`config.mk`:
```
export PLATFORM = sky130hd
export DESIGN_NAME = spimsp_port
export DESIGN_NICKNAME = d
export VERILOG_FILES = /design/src/inc/spimsp_pkg.sv /design/src/rtl/spimsp_port.sv
export SDC_FILE = /design/constraint.sdc
export NUM_CORES = 1
export LEC_CHECK = 0
export BUFFER_PORTS_ARGS = -buffer_cell sky130_fd_sc_hd__buf_4
export CORE_MARGIN = 2
export CORE_UTILIZATION = 63
export CTS_BUF_LIST = sky130_fd_sc_hd__clkbuf_8
export CTS_CLUSTER_DIAMETER = 50
export DETAILED_ROUTE_END_ITERATION = 6
export GPL_TIMING_DRIVEN = 0
export PLACE_DENSITY = 0.88
export SLEW_MARGIN = 15
export SYNTH_ARGS = -nofsm -noshare
export SYNTH_HDL_FRONTEND = slang
export SYNTH_SLANG_ARGS = --single-unit
export TNS_END_PERCENT = 30
```
`constraint.sdc`:
```
create_clock -name sys_clk_in -period 5.1 [get_ports sys_clk_in]
set_clock_uncertainty 0.15 [all_clocks]
set_input_delay 0.51 -clock sys_clk_in [delete_from_list [all_inputs] [get_ports sys_clk_in]]
set_output_delay 0.51 -clock sys_clk_in [all_outputs]
set_load 0.005 [all_outputs]
```
`src/inc/spimsp_pkg.sv`:
```
// package for the spi master/slave port: register map, fields, timing
package spimsp_pkg;
  // ----------------------------------------
  // register word offsets (byte addresses)
  // ----------------------------------------
  localparam logic [3:0] OFF_CONTROL = 4'h0;  // port_control
  localparam logic [3:0] OFF_STATUS  = 4'h4;  // port_status
  localparam logic [3:0] OFF_DIVIDER = 4'h8;  // serial_clock_divider
  localparam logic [3:0] OFF_TX      = 4'hc;  // transmit_holding / receive_holding
  // ----------------------------------------
  // control fields
  // ----------------------------------------
  localparam int CB_EN    = 0;
  localparam int CB_MAST  = 1;
  localparam int CB_CPHA  = 2;
  localparam int CB_CPOL  = 3;
  localparam int CB_LSBF  = 5;
  localparam int CB_TXMOD = 6;
  localparam int CB_UNDR  = 7;
  localparam int CB_OVWR  = 8;
  localparam int CB_SELEN = 9;
  localparam int CB_SOEN  = 10;
  localparam int CB_LOOP  = 11;
  localparam int CB_CONT  = 12;
  localparam logic [15:0] CTRL_MASK  = 16'h1fef;  // writable control bits
  localparam logic [15:0] CTRL_RESET = 16'h0000;
  localparam logic [7:0]  DIV_RESET  = 8'h00;
  // ----------------------------------------
  // status fields
  // ----------------------------------------
  localparam int SB_TXFULL = 0;
  localparam int SB_TXIRQ  = 1;
  localparam int SB_TXUNDR = 2;
  localparam int SB_RXFULL = 3;
  localparam int SB_RXIRQ  = 4;
  localparam int SB_RXOVF  = 5;
  // ----------------------------------------
  // timing
  // ----------------------------------------
  localparam logic [2:0] BIT_LAST  = 3'h7;   // eight bits per byte
  localparam logic [3:0] STALL_CYC = 4'h8;   // idle cycles between single bytes
  // master engine states
  typedef enum logic [2:0] {
    SPIM_IDLE  = 3'b001,
    SPIM_SHIFT = 3'b010,
    SPIM_STALL = 3'b100
  } spimsp_state_t;
  // serial pin bundle toward the pads
  typedef struct packed {
    logic sclk;
    logic sclk_oe;
    logic mosi;
    logic mosi_oe;
    logic miso;
    logic miso_oe;
    logic cs_n;
    logic cs_oe;
  } spimsp_pins_t;
endpackage : spimsp_pkg

```
`src/rtl/spimsp_port.sv`:
```
// spi master/slave port with avalon-mm register slave
//
// The Avalon-MM interface to the registers and the register addresses were chosen for this implementation.
`timescale 1ns/1ps
// Summary of operation
// - slave: chip select low frames byte transfers
// - continuous master shifts while transmit valid
// - continuous: select held until transmit empty
// - single byte mode stalls between bytes
// - loop-back ties output data to input
// - slave output driven only when enabled
// - select enable gates master select output
// - overwrite set: new byte replaces old
// - overwrite clear: new byte discarded
// - underflow resends previous byte or zero
// - transfer mode set: transmit write starts
// - transfer mode clear: receive read starts
// - bit 5 selects lsb first order
// - polarity bit sets clock idle level
// - phase bit places clock pulse in bit
// - bit1 master select, bit0 port enable
// - overflow flag set, cleared by receive read
// - receive full and irq cleared by read
// - underflow flag cleared by transmit write
// - transmit irq from empty or underflow
// - transmit full flag while byte pending
// - clock rate core over two(1+div)
// - drive one edge, sample the other
// - sclk output master, input slave; eight periods
module spimsp_port (
  // clock, reset, enable
  input  wire logic                 sys_clk_in,
  input  wire logic                 rst_in,
  input  wire logic                 clk_en_in,
  // avalon-mm slave
  input  wire logic [3:0]           avs_address_in,
  input  wire logic                 avs_read_in,
  input  wire logic                 avs_write_in,
  input  wire logic [31:0]          avs_writedata_in,
  output logic      [31:0]          avs_readdata_out,
  output logic                      avs_waitrequest_out,
  // serial pins (inputs from pads)
  input  wire logic                 sclk_in,
  input  wire logic                 mosi_in,
  input  wire logic                 miso_in,
  input  wire logic                 cs_n_in,
  // serial pins toward pads
  output spimsp_pkg::spimsp_pins_t  pins_out,
  // interrupt requests, level
  output logic                      tx_irq_out,
  output logic                      rx_irq_out
);
  // ----------------------------------------
  // registers
  // ----------------------------------------
  logic [15:0] ctrl_reg;           // port_control
  logic [7:0]  div_reg;            // serial_clock_divider
  logic [7:0]  tx_reg;             // transmit_holding
  logic [7:0]  rx_reg;             // receive_holding
  logic [7:0]  prev_reg;           // last byte sent, for underflow resend
  logic        tx_full_reg;
  logic        tx_undr_reg;
  logic        rx_full_reg;
  logic        rx_ovf_reg;
  logic        tx_irq_reg;
  logic        ack_reg;            // one-cycle answer phase
  // shift engine
  spimsp_pkg::spimsp_state_t state_reg;
  logic [7:0]  sh_reg;             // shift register
  logic [2:0]  bit_reg;            // bit counter
  logic        half_reg;           // 0 = first half of bit, 1 = second
  logic [7:0]  dcnt_reg;           // divider counter
  logic [3:0]  stall_reg;
  logic        sclk_prev_reg;      // slave edge detect
  logic        cs_prev_reg;
  logic        s_din_reg;          // slave sampled bit
  // ----------------------------------------
  // helpers
  // ----------------------------------------
  // bit to shift out first for the chosen order
  function automatic logic out_bit(input logic [7:0] v, input logic lsbf);
    out_bit = lsbf ? v[0] : v[7];
  endfunction : out_bit
  // shift a new bit in according to order
  function automatic logic [7:0] shift_in(input logic [7:0] v, input logic lsbf,
                                          input logic b);
    shift_in = lsbf ? {b, v[7:1]} : {v[6:0], b};
  endfunction : shift_in

  wire logic en      = ctrl_reg[spimsp_pkg::CB_EN];
  wire logic master  = ctrl_reg[spimsp_pkg::CB_MAST];
  wire logic cpol    = ctrl_reg[spimsp_pkg::CB_CPOL];
  wire logic cpha    = ctrl_reg[spimsp_pkg::CB_CPHA];
  wire logic lsbf    = ctrl_reg[spimsp_pkg::CB_LSBF];
  wire logic sel_wr  = avs_address_in == spimsp_pkg::OFF_TX;
  wire logic req     = (avs_read_in | avs_write_in) & ~ack_reg;
  // writes land at the answer edge, where the master sees waitrequest low
  wire logic tx_wr   = ack_reg & avs_write_in & sel_wr & clk_en_in;
  wire logic rx_rd   = req & avs_read_in & sel_wr & clk_en_in;
  wire logic tick    = dcnt_reg == div_reg;
  // loop-back feeds our own output back as input data
  wire logic m_din   = ctrl_reg[spimsp_pkg::CB_LOOP] ? pins_out.mosi : miso_in;
  wire logic s_raw   = ctrl_reg[spimsp_pkg::CB_LOOP] ? pins_out.miso : mosi_in;
  wire logic cs_act  = ~cs_n_in & en & ~master;
  // slave active edges: sample on leading edge when cpha clear
  wire logic s_lead  = cs_act & cs_prev_reg & (sclk_in != sclk_prev_reg) & (sclk_in != cpol);
  wire logic s_trail = cs_act & cs_prev_reg & (sclk_in != sclk_prev_reg) & (sclk_in == cpol);
  wire logic s_samp  = cpha ? s_trail : s_lead;
  wire logic s_drive = cpha ? s_lead : s_trail;
  wire logic m_end   = state_reg == spimsp_pkg::SPIM_SHIFT & tick & half_reg
                       & bit_reg == spimsp_pkg::BIT_LAST;
  wire logic s_end   = s_samp & bit_reg == spimsp_pkg::BIT_LAST;
  wire logic byte_done = m_end | s_end;
  // slave: the last bit is on the pin now, not yet in the sampled flop
  wire logic [7:0] rx_byte = master ? shift_in(sh_reg, lsbf, m_din)
                                    : shift_in(sh_reg, lsbf, s_raw);
  // byte to load on start: pending data, or underflow fill
  wire logic [7:0] load_byte = tx_full_reg ? tx_reg :
                   (ctrl_reg[spimsp_pkg::CB_UNDR] ? prev_reg : 8'h00);
  // master start triggers
  wire logic m_start = state_reg == spimsp_pkg::SPIM_IDLE & en & master &
                       (ctrl_reg[spimsp_pkg::CB_TXMOD] ? tx_full_reg : rx_rd);

  // ----------------------------------------
  // avalon slave: one wait state per access
  // ----------------------------------------
  always_ff @(posedge sys_clk_in) begin
    if (rst_in) begin
      ack_reg <= 1'b0;
    end else if (clk_en_in) begin
      ack_reg <= req;
    end
  end
  // waitrequest high until the answer cycle
  always_ff @(posedge sys_clk_in) begin
    if (rst_in) begin
      avs_waitrequest_out <= 1'b1;
    end else if (clk_en_in) begin
      avs_waitrequest_out <= ~req;
    end
  end
  // read data mux, registered in the request cycle
  always_ff @(posedge sys_clk_in) begin
    if (rst_in) begin
      avs_readdata_out <= 32'h0;
    end else if (clk_en_in && req && avs_read_in) begin
      unique case (avs_address_in)
        spimsp_pkg::OFF_CONTROL: avs_readdata_out <= {16'h0, ctrl_reg};
        spimsp_pkg::OFF_STATUS:  avs_readdata_out <= {24'h0, 2'b00, rx_ovf_reg,
                                   rx_full_reg | rx_ovf_reg, rx_full_reg,
                                   tx_undr_reg, tx_irq_reg, tx_full_reg};
        spimsp_pkg::OFF_DIVIDER: avs_readdata_out <= {24'h0, div_reg};
        spimsp_pkg::OFF_TX:      avs_readdata_out <= {24'h0, rx_reg};
        default:                 avs_readdata_out <= 32'h0;
      endcase
    end
  end
  // control and divider writes
  always_ff @(posedge sys_clk_in) begin
    if (rst_in) begin
      ctrl_reg <= spimsp_pkg::CTRL_RESET;
      div_reg  <= spimsp_pkg::DIV_RESET;
    end else if (clk_en_in && ack_reg && avs_write_in) begin
      if (avs_address_in == spimsp_pkg::OFF_CONTROL) begin
        ctrl_reg <= avs_writedata_in[15:0] & spimsp_pkg::CTRL_MASK;
      end
      if (avs_address_in == spimsp_pkg::OFF_DIVIDER) begin
        div_reg <= avs_writedata_in[7:0];
      end
    end
  end

  // ----------------------------------------
  // transmit holding and flags
  // ----------------------------------------
  // a byte is taken into the shifter at master start, continuous reload, slave frame start or slave last-bit drive edge
  wire logic s_load = cs_act & ~cs_prev_reg;
  wire logic m_load = m_start | (state_reg == spimsp_pkg::SPIM_SHIFT & m_end &
                       ctrl_reg[spimsp_pkg::CB_CONT] & tx_full_reg);
  // slave reloads on the drive edge that closes the last bit, not mid-bit
  wire logic s_next = s_drive & cs_act & cs_prev_reg & bit_reg == spimsp_pkg::BIT_LAST;
  wire logic take = m_load | s_load | s_next;
  always_ff @(posedge sys_clk_in) begin
    if (rst_in) begin
      tx_reg      <= 8'h00;
      prev_reg    <= 8'h00;
      tx_full_reg <= 1'b0;
      tx_undr_reg <= 1'b0;
    end else if (clk_en_in) begin
      if (take) begin
        prev_reg    <= load_byte;
        tx_full_reg <= 1'b0;
        if (!tx_full_reg) begin
          tx_undr_reg <= 1'b1;
        end
      end
      if (tx_wr) begin
        tx_reg      <= avs_writedata_in[7:0];
        tx_full_reg <= 1'b1;
        if (!take) begin
          tx_undr_reg <= 1'b0;
        end
      end
    end
  end
  // transmit irq: empty or underflow; cleared by write or disabled idle port
  always_ff @(posedge sys_clk_in) begin
    if (rst_in) begin
      tx_irq_reg <= 1'b0;
    end else if (clk_en_in) begin
      if (!en && state_reg == spimsp_pkg::SPIM_IDLE) begin
        tx_irq_reg <= 1'b0;
      end else if (tx_wr) begin
        tx_irq_reg <= 1'b0;
      end else if (!tx_full_reg || tx_undr_reg) begin
        tx_irq_reg <= 1'b1;
      end
    end
  end
  // receive holding: overwrite or discard on overflow; set beats read-clear
  always_ff @(posedge sys_clk_in) begin
    if (rst_in) begin
      rx_reg      <= 8'h00;
      rx_full_reg <= 1'b0;
      rx_ovf_reg  <= 1'b0;
    end else if (clk_en_in) begin
      if (rx_rd) begin
        rx_full_reg <= 1'b0;
        rx_ovf_reg  <= 1'b0;
      end
      if (byte_done) begin
        if (!rx_full_reg || rx_rd || ctrl_reg[spimsp_pkg::CB_OVWR]) begin
          rx_reg <= rx_byte;
        end
        rx_full_reg <= 1'b1;
        if (rx_full_reg && !rx_rd) begin
          rx_ovf_reg <= 1'b1;
        end
      end
    end
  end
  // irq outputs: master transmit mode uses tx irq, master receive mode uses rx irq; slave mode uses both
  always_ff @(posedge sys_clk_in) begin
    if (rst_in) begin
      tx_irq_out <= 1'b0;
      rx_irq_out <= 1'b0;
    end else if (clk_en_in) begin
      tx_irq_out <= tx_irq_reg & (ctrl_reg[spimsp_pkg::CB_TXMOD] | ~master);
      rx_irq_out <= (rx_full_reg | rx_ovf_reg) &
                    (~ctrl_reg[spimsp_pkg::CB_TXMOD] | ~master);
    end
  end

  // ----------------------------------------
  // master engine
  // ----------------------------------------
  always_ff @(posedge sys_clk_in) begin
    if (rst_in) begin
      state_reg <= spimsp_pkg::SPIM_IDLE;
      dcnt_reg  <= 8'h00;
      half_reg  <= 1'b0;
      stall_reg <= 4'h0;
    end else if (clk_en_in) begin
      dcnt_reg <= (tick || state_reg != spimsp_pkg::SPIM_SHIFT) ? 8'h00 : dcnt_reg + 8'h01;
      unique case (state_reg)
        spimsp_pkg::SPIM_IDLE: begin
          half_reg <= 1'b0;
          if (m_start) begin
            state_reg <= spimsp_pkg::SPIM_SHIFT;
          end
        end
        spimsp_pkg::SPIM_SHIFT: begin
          if (tick) begin
            half_reg <= ~half_reg;
          end
          if (!en || !master) begin
            state_reg <= spimsp_pkg::SPIM_IDLE;
          end else if (m_end) begin
            if (ctrl_reg[spimsp_pkg::CB_CONT] && tx_full_reg) begin
              state_reg <= spimsp_pkg::SPIM_SHIFT;
            end else if (ctrl_reg[spimsp_pkg::CB_CONT]) begin
              state_reg <= spimsp_pkg::SPIM_IDLE;
            end else begin
              state_reg <= spimsp_pkg::SPIM_STALL;
              stall_reg <= spimsp_pkg::STALL_CYC;
            end
          end
        end
        spimsp_pkg::SPIM_STALL: begin
          stall_reg <= stall_reg - 4'h1;
          if (stall_reg == 4'h1) begin
            state_reg <= spimsp_pkg::SPIM_IDLE;
          end
        end
      endcase
    end
  end
  // shifter and bit counter, shared by both modes
  always_ff @(posedge sys_clk_in) begin
    if (rst_in) begin
      sh_reg        <= 8'h00;
      bit_reg       <= 3'h0;
      sclk_prev_reg <= 1'b0;
      cs_prev_reg   <= 1'b0;
      s_din_reg     <= 1'b0;
    end else if (clk_en_in) begin
      sclk_prev_reg <= sclk_in;
      cs_prev_reg   <= cs_act;
      if (take) begin
        sh_reg  <= load_byte;
        bit_reg <= 3'h0;
      end else if (master && state_reg == spimsp_pkg::SPIM_SHIFT && tick) begin
        if (half_reg) begin
          sh_reg  <= shift_in(sh_reg, lsbf, m_din);
          bit_reg <= bit_reg + 3'h1;
        end
      end else if (!master) begin
        if (!cs_act) begin
          bit_reg <= 3'h0;
        end else if (s_samp) begin
          s_din_reg <= s_raw;
        end
        if (s_drive && cs_act && cs_prev_reg) begin
          sh_reg  <= shift_in(sh_reg, lsbf, s_din_reg);
          bit_reg <= bit_reg + 3'h1;
        end
      end
    end
  end
  // pad outputs, all registered
  always_ff @(posedge sys_clk_in) begin
    if (rst_in) begin
      pins_out <= '0;
      pins_out.cs_n <= 1'b1;
    end else if (clk_en_in) begin
      // clock toggles mid-bit when phase clear, at bit start when set
      pins_out.sclk    <= cpol ^ (state_reg == spimsp_pkg::SPIM_SHIFT &
                          (half_reg ^ cpha));
      pins_out.sclk_oe <= en & master;
      pins_out.mosi    <= out_bit(sh_reg, lsbf);
      pins_out.mosi_oe <= en & master;
      pins_out.miso    <= out_bit(sh_reg, lsbf);
      pins_out.miso_oe <= cs_act & ctrl_reg[spimsp_pkg::CB_SOEN];
      pins_out.cs_n    <= ~(state_reg == spimsp_pkg::SPIM_SHIFT);
      pins_out.cs_oe   <= en & master & ctrl_reg[spimsp_pkg::CB_SELEN];
    end
  end

  // ----------------------------------------
  // assertions
  // ----------------------------------------
  property p_cs_master;
    @(posedge sys_clk_in) disable iff (rst_in)
      clk_en_in && state_reg == spimsp_pkg::SPIM_SHIFT |=> !pins_out.cs_n;
  endproperty
  a_cs_master: assert property (p_cs_master) else $error("select not active");
  property p_stall;
    @(posedge sys_clk_in) disable iff (rst_in)
      $rose(state_reg == spimsp_pkg::SPIM_STALL) |=> state_reg == spimsp_pkg::SPIM_STALL;
  endproperty
  a_stall: assert property (p_stall) else $error("stall skipped");
  property p_soe;
    @(posedge sys_clk_in) disable iff (rst_in)
      !ctrl_reg[spimsp_pkg::CB_SOEN] && clk_en_in |=> !pins_out.miso_oe;
  endproperty
  a_soe: assert property (p_soe) else $error("slave output driven");
  property p_txwr;
    @(posedge sys_clk_in) disable iff (rst_in)
      tx_wr && !take |=> tx_full_reg && !tx_undr_reg;
  endproperty
  a_txwr: assert property (p_txwr) else $error("tx write flags");
  property p_rxrd;
    @(posedge sys_clk_in) disable iff (rst_in)
      rx_rd && !byte_done |=> !rx_full_reg && !rx_ovf_reg;
  endproperty
  a_rxrd: assert property (p_rxrd) else $error("rx read clear");
  property p_keep;
    @(posedge sys_clk_in) disable iff (rst_in)
      byte_done && rx_full_reg && !rx_rd && !ctrl_reg[spimsp_pkg::CB_OVWR] && clk_en_in
      |=> rx_reg == $past(rx_reg);
  endproperty
  a_keep: assert property (p_keep) else $error("old byte lost");
  property p_idle_clk;
    @(posedge sys_clk_in) disable iff (rst_in)
      state_reg == spimsp_pkg::SPIM_IDLE && $past(state_reg == spimsp_pkg::SPIM_IDLE)
      && clk_en_in |=> pins_out.sclk == $past(cpol);
  endproperty
  a_idle_clk: assert property (p_idle_clk) else $error("clock idle level");
  property p_rsv;
    @(posedge sys_clk_in) disable iff (rst_in) (ctrl_reg & ~spimsp_pkg::CTRL_MASK) == 16'h0;
  endproperty
  a_rsv: assert property (p_rsv) else $error("reserved bit set");
  c_master: cover property (@(posedge sys_clk_in) m_end);
  c_slave: cover property (@(posedge sys_clk_in) s_end);
  c_ovf: cover property (@(posedge sys_clk_in) byte_done && rx_full_reg);
endmodule : spimsp_port

```
==> flow_summary.json, run 1 <==
{
  "die_w_um": 95.5,
  "whs_ns": 0.221,
  "place_hpwl_um": 10600,
  "power_density_nw_per_um2": 237,
  "dr.pass1.iters": 7,
  "pin_count": 88,
  "yosys.area.top_type": "dfxtp_1",
  "insertion_delay_ns": 0.38,
  "tightest_slew_ns": 0.820,
  "synthArstFlopShare_pct": 0,
  "vdd_drop_max_v": 0.000212,
  "drtIter0Drc": 402,
  "crit_type": "reg -> reg",
  "slew_violations": 0,
  "cp_top_family": "compound AO/OA/AOI/OAI gates",
  "nNetsFinal": 702,
  "cts_buffers": 9,
  "critPathBufInv": 1,
  "wl_per_cell_um": 18.3,
  "synth_edf_count": 0,
  "worstPathCellList": "ha_1 > ha_1 > and2_1 > and3_1 > and4_1 > buf_6 > o41ai_4 > nor3_1 > a32o_1",
  "post-place-ws_ns": 2.28,
  "cts_htree_levels": 3,
  "track_usage_pct": 31.7,
  "slew_headroom_pct": 44.9,
  "drc": 2,
  "root_buffer": "clkbuf_8",
  "total_leakage_power_nw": 2.57,
  "syn_avg_cell_area_um2": 9.16,
  "setup-tns-final_ns": 0,
  "crit_path_top_delay_cell": "o41ai_4",
  "synth_top_area_share_pct": 38.8,
  "fill_cells": 599,
  "ant_nets": 0,
  "diodes": 0,
  "placedInstanceArea_um2": 5830,
  "synth.distinct_cells": 71,
  "setup_slack_ns": 2.22,
  "r2r_start": "bit_reg[0]$_SDFFE_PP0P_",
  "worst_ep_required_time_ns": 5.22,
  "routed_wl_um": 14000,
  "cts_setup_buffers": 0,
  "hold_path_class": "in -> reg",
  "cp_max_fo": 9,
  "critPathLaunchType": "flop",
  "fp.dieH_um": 95.5,
  "hold_end": "ctrl_reg[12]$_SDFFE_PP0P_",
  "ys_ff_latch": 102,
  "port_buffers": 48,
  "clock_path_buffers": 2,
  "syn_inst": 575,
  "maxCapViolCount": 0,
  "vias_per_cell": 6.24,
  "grt_max_degree": 19,
  "cp.arrival_ns": 3.00,
  "antenna_found_initial": 0,
  "max_freq_ghz": 0.347,
  "drive_above_1_share_pct": 20.2,
  "synthFlopType": "dfxtp_1",
  "clk_pin_slew_ns": 0.10,
  "period_needed_ns": 2.88,
  "crit_top_cell": "ha_1",
  "period_share_pct": 56.5,
  "num_vias": 4757,
  "std_cell_rows": 33,
  "rsz0062_at_grt": "false",
  "fin_util_pct": 73.6,
  "fp.coreArea_um2": 8180,
  "grt_pass1_vias": 4393,
  "initial_core_util_pct": 64.4,
  "hold_depth": 3,
  "cts_resized": 0,
  "design_area_um2": 6020,
  "place_congestion": 0.960,
  "yosys_warnings": 0,
  "die-area_um2": 9110,
  "largest_register_ffs": 13,
  "setup_viol": 0,
  "clock_sinks": 102,
  "grt_pass1_wl_um": 22100,
  "grt_remaining_overflow": 0,
  "syn_area_um2": 5270,
  "violations": "design-rule violations",
  "hold_path.startpoint": "avs_writedata_in[12]",
  "cts_tree": "done",
  "synth_area_leaders": "dfxtp_1, mux2i_1, nor2_1",
  "slowest_delay_ns": 0.59,
  "status": "finished, violations left",
  "synth_seq_area_share_pct": 38.8,
  "area_growth_pct": 14.2,
  "r2r_slack_ns": 2.22,
  "r2r-end": "sh_reg[0]$_SDFFE_PP0P_",
  "cp-end-kind": "flop",
  "cts_hold_buf": 0,
  "reg2reg_depth": 9,
  "hold_violations": 0
}
==> report_power, final <==
| group | total [mW] | leakage (nW) | switching, mW | internal [mW] |
|---|---|---|---|---|
| Clock | 0.502 | 0.0996 | 0.302 | 0.200 |
| Combinational | 0.115 | 1.64 | 0.0666 | 0.0488 |
| Sequential | 0.809 | 0.823 | 0.00670 | 0.802 |
| Total | 1.43 | 2.57 | 0.375 | 1.05 |
==> worst max-delay path by stage <==
| stage | startpoint | endpoint | slack, ns | cells past startpoint |
|---|---|---|---|---|
| floorplan | bit_reg[0]$_SDFFE_PP0P_ | sh_reg[0]$_SDFFE_PP0P_ | 2.55 | 9 |
| global placement | bit_reg[0]$_SDFFE_PP0P_ | sh_reg[0]$_SDFFE_PP0P_ | 2.32 | 9 |
| detailed placement | bit_reg[0]$_SDFFE_PP0P_ | sh_reg[0]$_SDFFE_PP0P_ | 2.28 | 9 |
| CTS | bit_reg[0]$_SDFFE_PP0P_ | sh_reg[0]$_SDFFE_PP0P_ | 2.26 | 9 |
| global route | bit_reg[0]$_SDFFE_PP0P_ | sh_reg[0]$_SDFFE_PP0P_ | 2.12 | 9 |
| finish | bit_reg[0]$_SDFFE_PP0P_ | sh_reg[0]$_SDFFE_PP0P_ | 2.22 | 9 |
==> cells by family (layout without fill, tap and decap cells) <==
family          count (synthesis)  after routing  synth area share (%)
simple gates                  213            213                  20.4
compound gates                119            119                  16.7
flops                         102            102                  38.8
buf+inv                        62            126                  7.86
mux                            56             56                  11.9
xor+xnor                       17             17                  3.11
fa+ha+maj                       5              5                  1.19
other cells                     1             19                0.0712
==> Yosys cell counts, types with 7 or more instances <==
library cell,count
dfxtp_1,102
nor2_1,99
mux2i_1,47
nand2_1,36
a21oi_1,31
buf_4,21
o21ai_0,21
nand4_1,19
clkbuf_1,17
a211oi_1,14
a22oi_1,14
nand3_1,12
xor2_1,12
buf_6,9
inv_1,7
o31ai_1,7
==> layer usage <==
metal  up-vias  global-route usage, %  wire length [um]
met5         -                      0                 0
met4         0                   13.9               607
met3        55                   6.01              1150
met2       262                   51.8              6580
met1      2255                   40.9              5640
li1       2185                      -                 -
==> layout by cell type, fill, tap and decap left out, drive strengths merged, types with 19 or more instances in the layout <==
cell type and n:
a21oi 32, nor2 99, dfxtp 102, mux2i 47, clkbuf 31, conb 19, nand2 36, buf 82
nand4 22, o21ai 22
==> layout make-up <==
cell class,instances,area [um^2],area share (%)
Clock inverter,6,51.3,0.853
Sequential cell,102,2040,33.9
Buffer,55,388,6.45
Tap cell,105,131,2.18
Timing Repair Buffer,48,360,5.99
Multi-Input combinational cell,429,2880,47.9
Inverter,7,26.3,0.437
Clock buffer,10,138,2.29
==> stage by stage <==
| stage | power (mW) | cells |
|---|---|---|
| final | 1.43 | 762 |
| after global routing | 1.46 | 762 |
| after CTS | 1.42 | 762 |
| after detailed placement | 0.938 | 746 |
| after global placement | 0.936 | 746 |
| after floorplan | 0.896 | 593 |
==> worst register-to-register path, stage by stage, from the launching register on <==
cell and delay (ns):
dfxtp_1 0.34, ha_1 0.21, ha_1 0.29, and2_1 0.23, and3_1 0.23, and4_1 0.23, buf_6 0.14, o41ai_4 0.59
nor3_1 0.10, a32o_1 0.28
No activity file was read; power rests on OpenSTA's default activity.
==> run 2, diff against run 1 <==
CORE_UTILIZATION = 58   (was 63)
PLACE_DENSITY = 0.82   (was 0.88)
clock period = 2.9 ns   (was 5.1 ns; I/O delays follow)
==> run 2 against run 1 <==
Critical endpoint unchanged; register-to-register slack worse by 2.2 ns; critical path type unchanged; core utilization fell by 4.6 points; critical path depth is the same; wire length shrank 0.49%; the run ends with negative hold slack left; flip-flop and latch count did not move; cell count rose by 0.66%.
==> flow_summary.json, run 2 (synthesis gave the netlist of run 1 again) <==
{
  "drc": 0,
  "cp-end-kind": "flop",
  "port_buffers": 48,
  "ant_nets": 0,
  "clock_path_buffers": 2,
  "grt_pass1_wl_um": 22200,
  "power_mw": 2.52,
  "worst_ep_required_time_ns": 3.02,
  "rsz0062_at_grt": "false",
  "placed_cells": 749,
  "vias_per_cell": 5.98,
  "die_w_um": 99.3,
  "cp_max_fo": 9,
  "period_share_pct": 97.7,
  "reg2reg_depth": 9,
  "grt_max_degree": 20,
  "maxCapViolCount": 0,
  "pin_count": 88,
  "routed_wl_um": 13900,
  "slew_headroom_pct": 44.0,
  "post-place-ws_ns": 0.0347,
  "power_density_nw_per_um2": 417,
  "total_leakage_power_nw": 2.57,
  "setup-tns-final_ns": 0,
  "grt_pass1_vias": 4382,
  "insertion_delay_ns": 0.38,
  "fp.coreArea_um2": 8760,
  "cp.arrival_ns": 2.96,
  "diodes": 0,
  "grt_remaining_overflow": 0,
  "tightest_slew_ns": 0.840,
  "vdd_drop_max_v": 0.000276,
  "design_area_um2": 6040,
  "violations": "negative hold slack",
  "std_cell_rows": 34,
  "max_freq_ghz": 0.353,
  "root_buffer": "clkbuf_8",
  "hold_depth": 3,
  "setup_viol": 0,
  "drive_above_1_share_pct": 20.2,
  "hold_end": "ctrl_reg[11]$_SDFFE_PP0P_",
  "die-area_um2": 9860,
  "dr.pass1.iters": 5,
  "final_common_cell": "dfxtp_1",
  "clock_sinks": 102,
  "clk_pin_slew_ns": 0.11,
  "track_usage_pct": 28.5,
  "place_congestion": 1.01,
  "r2r_start": "bit_reg[0]$_SDFFE_PP0P_",
  "slew_violations": 0,
  "cts_tree": "done",
  "cts_htree_levels": 3,
  "placedInstanceArea_um2": 5830,
  "fp.dieH_um": 99.3,
  "fin_util_pct": 69.0,
  "initial_core_util_pct": 60.1,
  "whs_ns": -0.00314,
  "period_needed_ns": 2.83,
  "r2r-end": "sh_reg[0]$_SDFFE_PP0P_",
  "critPathLaunchType": "flop",
  "mostFrequentLayoutCells": "dfxtp_1, nor2_1, buf_4, mux2i_1, nand2_1",
  "nNetsFinal": 704,
  "r2r_slack_ns": 0.07,
  "hold_violations": 1,
  "setup_slack_ns": 0.0657,
  "cts_buffers": 9,
  "largest_register_ffs": 13,
  "cts_resized": 0,
  "crit_type": "reg -> reg",
  "status": "finished, violations left",
  "final_cells": 767,
  "antenna_found_initial": 0,
  "wl_per_cell_um": 18.1,
  "drtIter0Drc": 358,
  "place_hpwl_um": 10500,
  "hold_path_class": "in -> reg",
  "area_growth_pct": 14.7,
  "num_vias": 4589,
  "hold_path.startpoint": "avs_writedata_in[11]"
}
[run 2: cell types whose count changed in the layout (fill, tap and decap cells not counted)]
cell           before  now
dlygate4sd3_1       0    2
clkbuf_8           13   12
clkinv_8            0    1
[run 2: area by class of cell]
type                       count  area, um^2
clock buffer                   9         124
inverter                       7        26.3
timing repair buffer          50         380
fill                         707        2720
tap                          108         135
multi-input combinational    429        2880
clock inverter                 7        67.6
sequential                   102        2040
buffer                        55         388
[run 2: repair_timing]
item | in CTS | in global routing
hold endpoints to repair | 2 | 0
hold buffers | 2 | 0
endpoints found under the setup margin | 0 | 2
setup buffers | 0 | 0
[run 2: report_power, final]
group	leakage (nW)	internal, mW	switching [mW]
Combinational	1.65	0.0877	0.118
Clock	0.0993	0.335	0.556
Sequential	0.823	1.41	0.0111
[run 2: routing by layer]
metal  routed length, um  track usage [%]
met1                6130             38.4
met3                 876             4.01
met2                6560             47.1
met5                   0                0
met4                 341             9.69
[run 2: critical path, cell delays in order (launching register included)]
cell	delay [ns]
dfxtp_1	0.34
ha_1	0.20
ha_1	0.29
and2_1	0.24
and3_1	0.24
and4_1	0.22
buf_6	0.14
o41ai_4	0.51
nor3_1	0.12
a32o_1	0.28
[run 2: worst max-delay path by stage]
stage	start	endpoint	depth (start not counted)
finish	bit_reg[0]$_SDFFE_PP0P_	sh_reg[0]$_SDFFE_PP0P_	9
floorplan	bit_reg[0]$_SDFFE_PP0P_	sh_reg[0]$_SDFFE_PP0P_	9
global route	bit_reg[0]$_SDFFE_PP0P_	sh_reg[0]$_SDFFE_PP0P_	9
detailed placement	bit_reg[0]$_SDFFE_PP0P_	sh_reg[0]$_SDFFE_PP0P_	9
CTS	bit_reg[0]$_SDFFE_PP0P_	sh_reg[0]$_SDFFE_PP0P_	9
global placement	bit_reg[0]$_SDFFE_PP0P_	sh_reg[0]$_SDFFE_PP0P_	9
==> run 3, diff against run 2 <==
CELL_PAD_IN_SITES_DETAIL_PLACEMENT = 1   (was not set)
CELL_PAD_IN_SITES_GLOBAL_PLACEMENT = 1   (was not set)
CORE_UTILIZATION = 44   (was 58)
PLACE_DENSITY = not set   (was 0.82)
PLACE_DENSITY_LB_ADDON = 0.1   (was not set)
==> run 3 against run 2 <==
The run now ends clean; register-to-register slack better by 0.08 ns; combinational power is 8% higher; clock power is 18% higher; sequential power hardly changed; non-clock buffer count is 8 higher; worst hold slack better by 0.022 ns; core utilization is 15 points lower; die area is 30% higher; first-iteration DRC count is 18% lower; critical path type unchanged.
==> flow_summary.json, run 3 (synthesis gave the netlist of run 1 again) <==
{
  "power_density_nw_per_um2": 434,
  "area_growth_pct": 17.7,
  "mostFrequentLayoutCells": "dfxtp_1, nor2_1, buf_4, mux2i_1, nand2_1",
  "rsz0062_at_grt": "false",
  "ant_nets": 0,
  "place_hpwl_um": 12300,
  "cp-end-kind": "flop",
  "die-area_um2": 12900,
  "fp.dieH_um": 113,
  "cp.arrival_ns": 2.89,
  "grt_max_degree": 17,
  "diodes": 0,
  "reg2reg_depth": 10,
  "r2r-end": "sh_reg[7]$_SDFFE_PP0P_",
  "setup-tns-final_ns": 0,
  "fp.coreArea_um2": 11600,
  "crit_top_cell": "ha_1",
  "crit_path_top_delay_cell": "dfxtp_1",
  "drive_above_1_share_pct": 20.1,
  "track_usage_pct": 26.3,
  "grtUsageMet2_pct": 45.1,
  "clock_path_buffers": 2,
  "cts_htree_levels": 3,
  "total_leakage_power_nw": 2.63,
  "antenna_found_initial": 0,
  "largest_register_ffs": 13,
  "grt_pass1_wl_um": 26100,
  "worst_ep_required_time_ns": 3.03,
  "maxCapViolCount": 0,
  "critPathLaunchType": "flop",
  "num_vias": 4599,
  "slew_headroom_pct": 29.3,
  "slew_violations": 0,
  "cts_tree": "done",
  "wl_per_cell_um": 20.0,
  "cp_max_fo": 9,
  "crit_type": "reg -> reg",
  "port_buffers": 48,
  "hold_depth": 3,
  "status": "completed",
  "die_w_um": 113,
  "nNetsFinal": 712,
  "clock_sinks": 102,
  "grt_remaining_overflow": 0,
  "cp_top_family": "simple AND/OR/NAND/NOR gates",
  "slowest_delay_ns": 0.33,
  "met1_usage_pct": 33.2,
  "root_buffer": "clkbuf_8",
  "routed_wl_um": 16200,
  "drtIter0Drc": 294,
  "pin_count": 88,
  "place_congestion": 0.895,
  "tightest_slew_ns": 1.06,
  "cts_buffers": 9,
  "hold_end": "ctrl_reg[2]$_SDFFE_PP0P_",
  "period_share_pct": 95.0,
  "post-place-ws_ns": -0.0519,
  "fin_util_pct": 53.6,
  "insertion_delay_ns": 0.39,
  "vdd_drop_max_v": 0.000247,
  "power_mw": 2.69,
  "drc": 0,
  "period_needed_ns": 2.75,
  "r2r_start": "bit_reg[0]$_SDFFE_PP0P_",
  "worstPathCellList": "ha_1 > ha_1 > and2_1 > and3_1 > and4_1 > buf_6 > o41ai_4 > buf_4 > a2111oi_4 > a32o_1",
  "met3_usage_pct": 6.54,
  "vias_per_cell": 5.68,
  "max_freq_ghz": 0.363,
  "initial_core_util_pct": 45.6,
  "r2r_slack_ns": 0.15,
  "hold_path.startpoint": "avs_writedata_in[2]",
  "hold_violations": 0,
  "grt_most_used_layer": "met2",
  "std_cell_rows": 39,
  "clk_pin_slew_ns": 0.10,
  "final_common_cell": "dfxtp_1",
  "critPathBufInv": 2,
  "hold_path_class": "in -> reg",
  "dr.pass1.iters": 5,
  "setup_viol": 0,
  "setup_slack_ns": 0.146,
  "grt_pass1_vias": 4804
}
[run 3: cell count changes in the layout (fill, tap and decap cells not counted)]
cell,delta
inv_6,-2
clkinv_8,-1
inv_8,-1
clkinv_2,-1
dlygate4sd3_1,+6
buf_4,+2
bufinv_16,+2
clkbuf_8,+2
inv_1,+1
[run 3: worst reg2reg max path, cell delays in order (launching register included)]
cell and delay (ns):
dfxtp_1 0.33, ha_1 0.20, ha_1 0.28, and2_1 0.23
and3_1 0.25, and4_1 0.25, buf_6 0.15, o41ai_4 0.33
buf_4 0.22, a2111oi_4 0.04, a32o_1 0.22
[run 3: per-layer routing]
layer | wire, um | part of all wire (%)
met1 | 7110 | 44
met5 | 0 | 0
met2 | 7890 | 49
met4 | 255 | 1.6
met3 | 921 | 5.7
[run 3: worst max path at each step]
stage / endpoint / depth (start not counted) / from
floorplan: sh_reg[0]$_SDFFE_PP0P_ / 9 / bit_reg[0]$_SDFFE_PP0P_
global placement: sh_reg[0]$_SDFFE_PP0P_ / 9 / bit_reg[0]$_SDFFE_PP0P_
detailed placement: sh_reg[0]$_SDFFE_PP0P_ / 9 / bit_reg[0]$_SDFFE_PP0P_
CTS: sh_reg[0]$_SDFFE_PP0P_ / 9 / bit_reg[0]$_SDFFE_PP0P_
global route: tx_undr_reg$_SDFFE_PP0P_ / 7 / dcnt_reg[0]$_SDFFE_PP0P_
finish: sh_reg[7]$_SDFFE_PP0P_ / 10 / bit_reg[0]$_SDFFE_PP0P_
[run 3: through the flow]
step / cell area (um^2) / hold slack (ns) / std cells
2_1_floorplan: 5340 / 0.284 / 593
3_3_place_gp: 5880 / 0.299 / 784
3_5_place_dp: 5880 / 0.307 / 784
4_1_cts: 6190 / 0.00890 / 808
5_1_grt: 6200 / 0.00993 / 810
6_report: 6200 / 0.0185 / 810
[run 3: layout make-up]
| type | instances | area, um^2 |
|---|---|---|
| fillers | 1362 | 5360 |
| multi-input cells | 429 | 2880 |
| flip-flops and latches | 102 | 2040 |
| repair buffers | 58 | 455 |
| plain buffers | 55 | 388 |
| well taps | 143 | 179 |
| clock buffers | 11 | 151 |
| clock inverters | 5 | 81.3 |
| inverters | 7 | 26.3 |
[run 3: power breakdown]
part / total (mW) / internal, mW / switching, mW
clock network: 1.05 / 0.535 / 0.511
registers: 1.42 / 1.41 / 0.0112
logic: 0.222 / 0.0948 / 0.127
[run 3: repair_timing]
| action | CTS | global route |
|---|---|---|
| setup buffers | 0 | 2 |
| pin swaps | 1 | 1 |
| hold endpoints to repair | 8 | 0 |
| gates cloned | 0 | 0 |
| endpoints found under the setup margin | 1 | 5 |
| hold buffers | 8 | 0 |
| resized for setup | 0 | 0 |
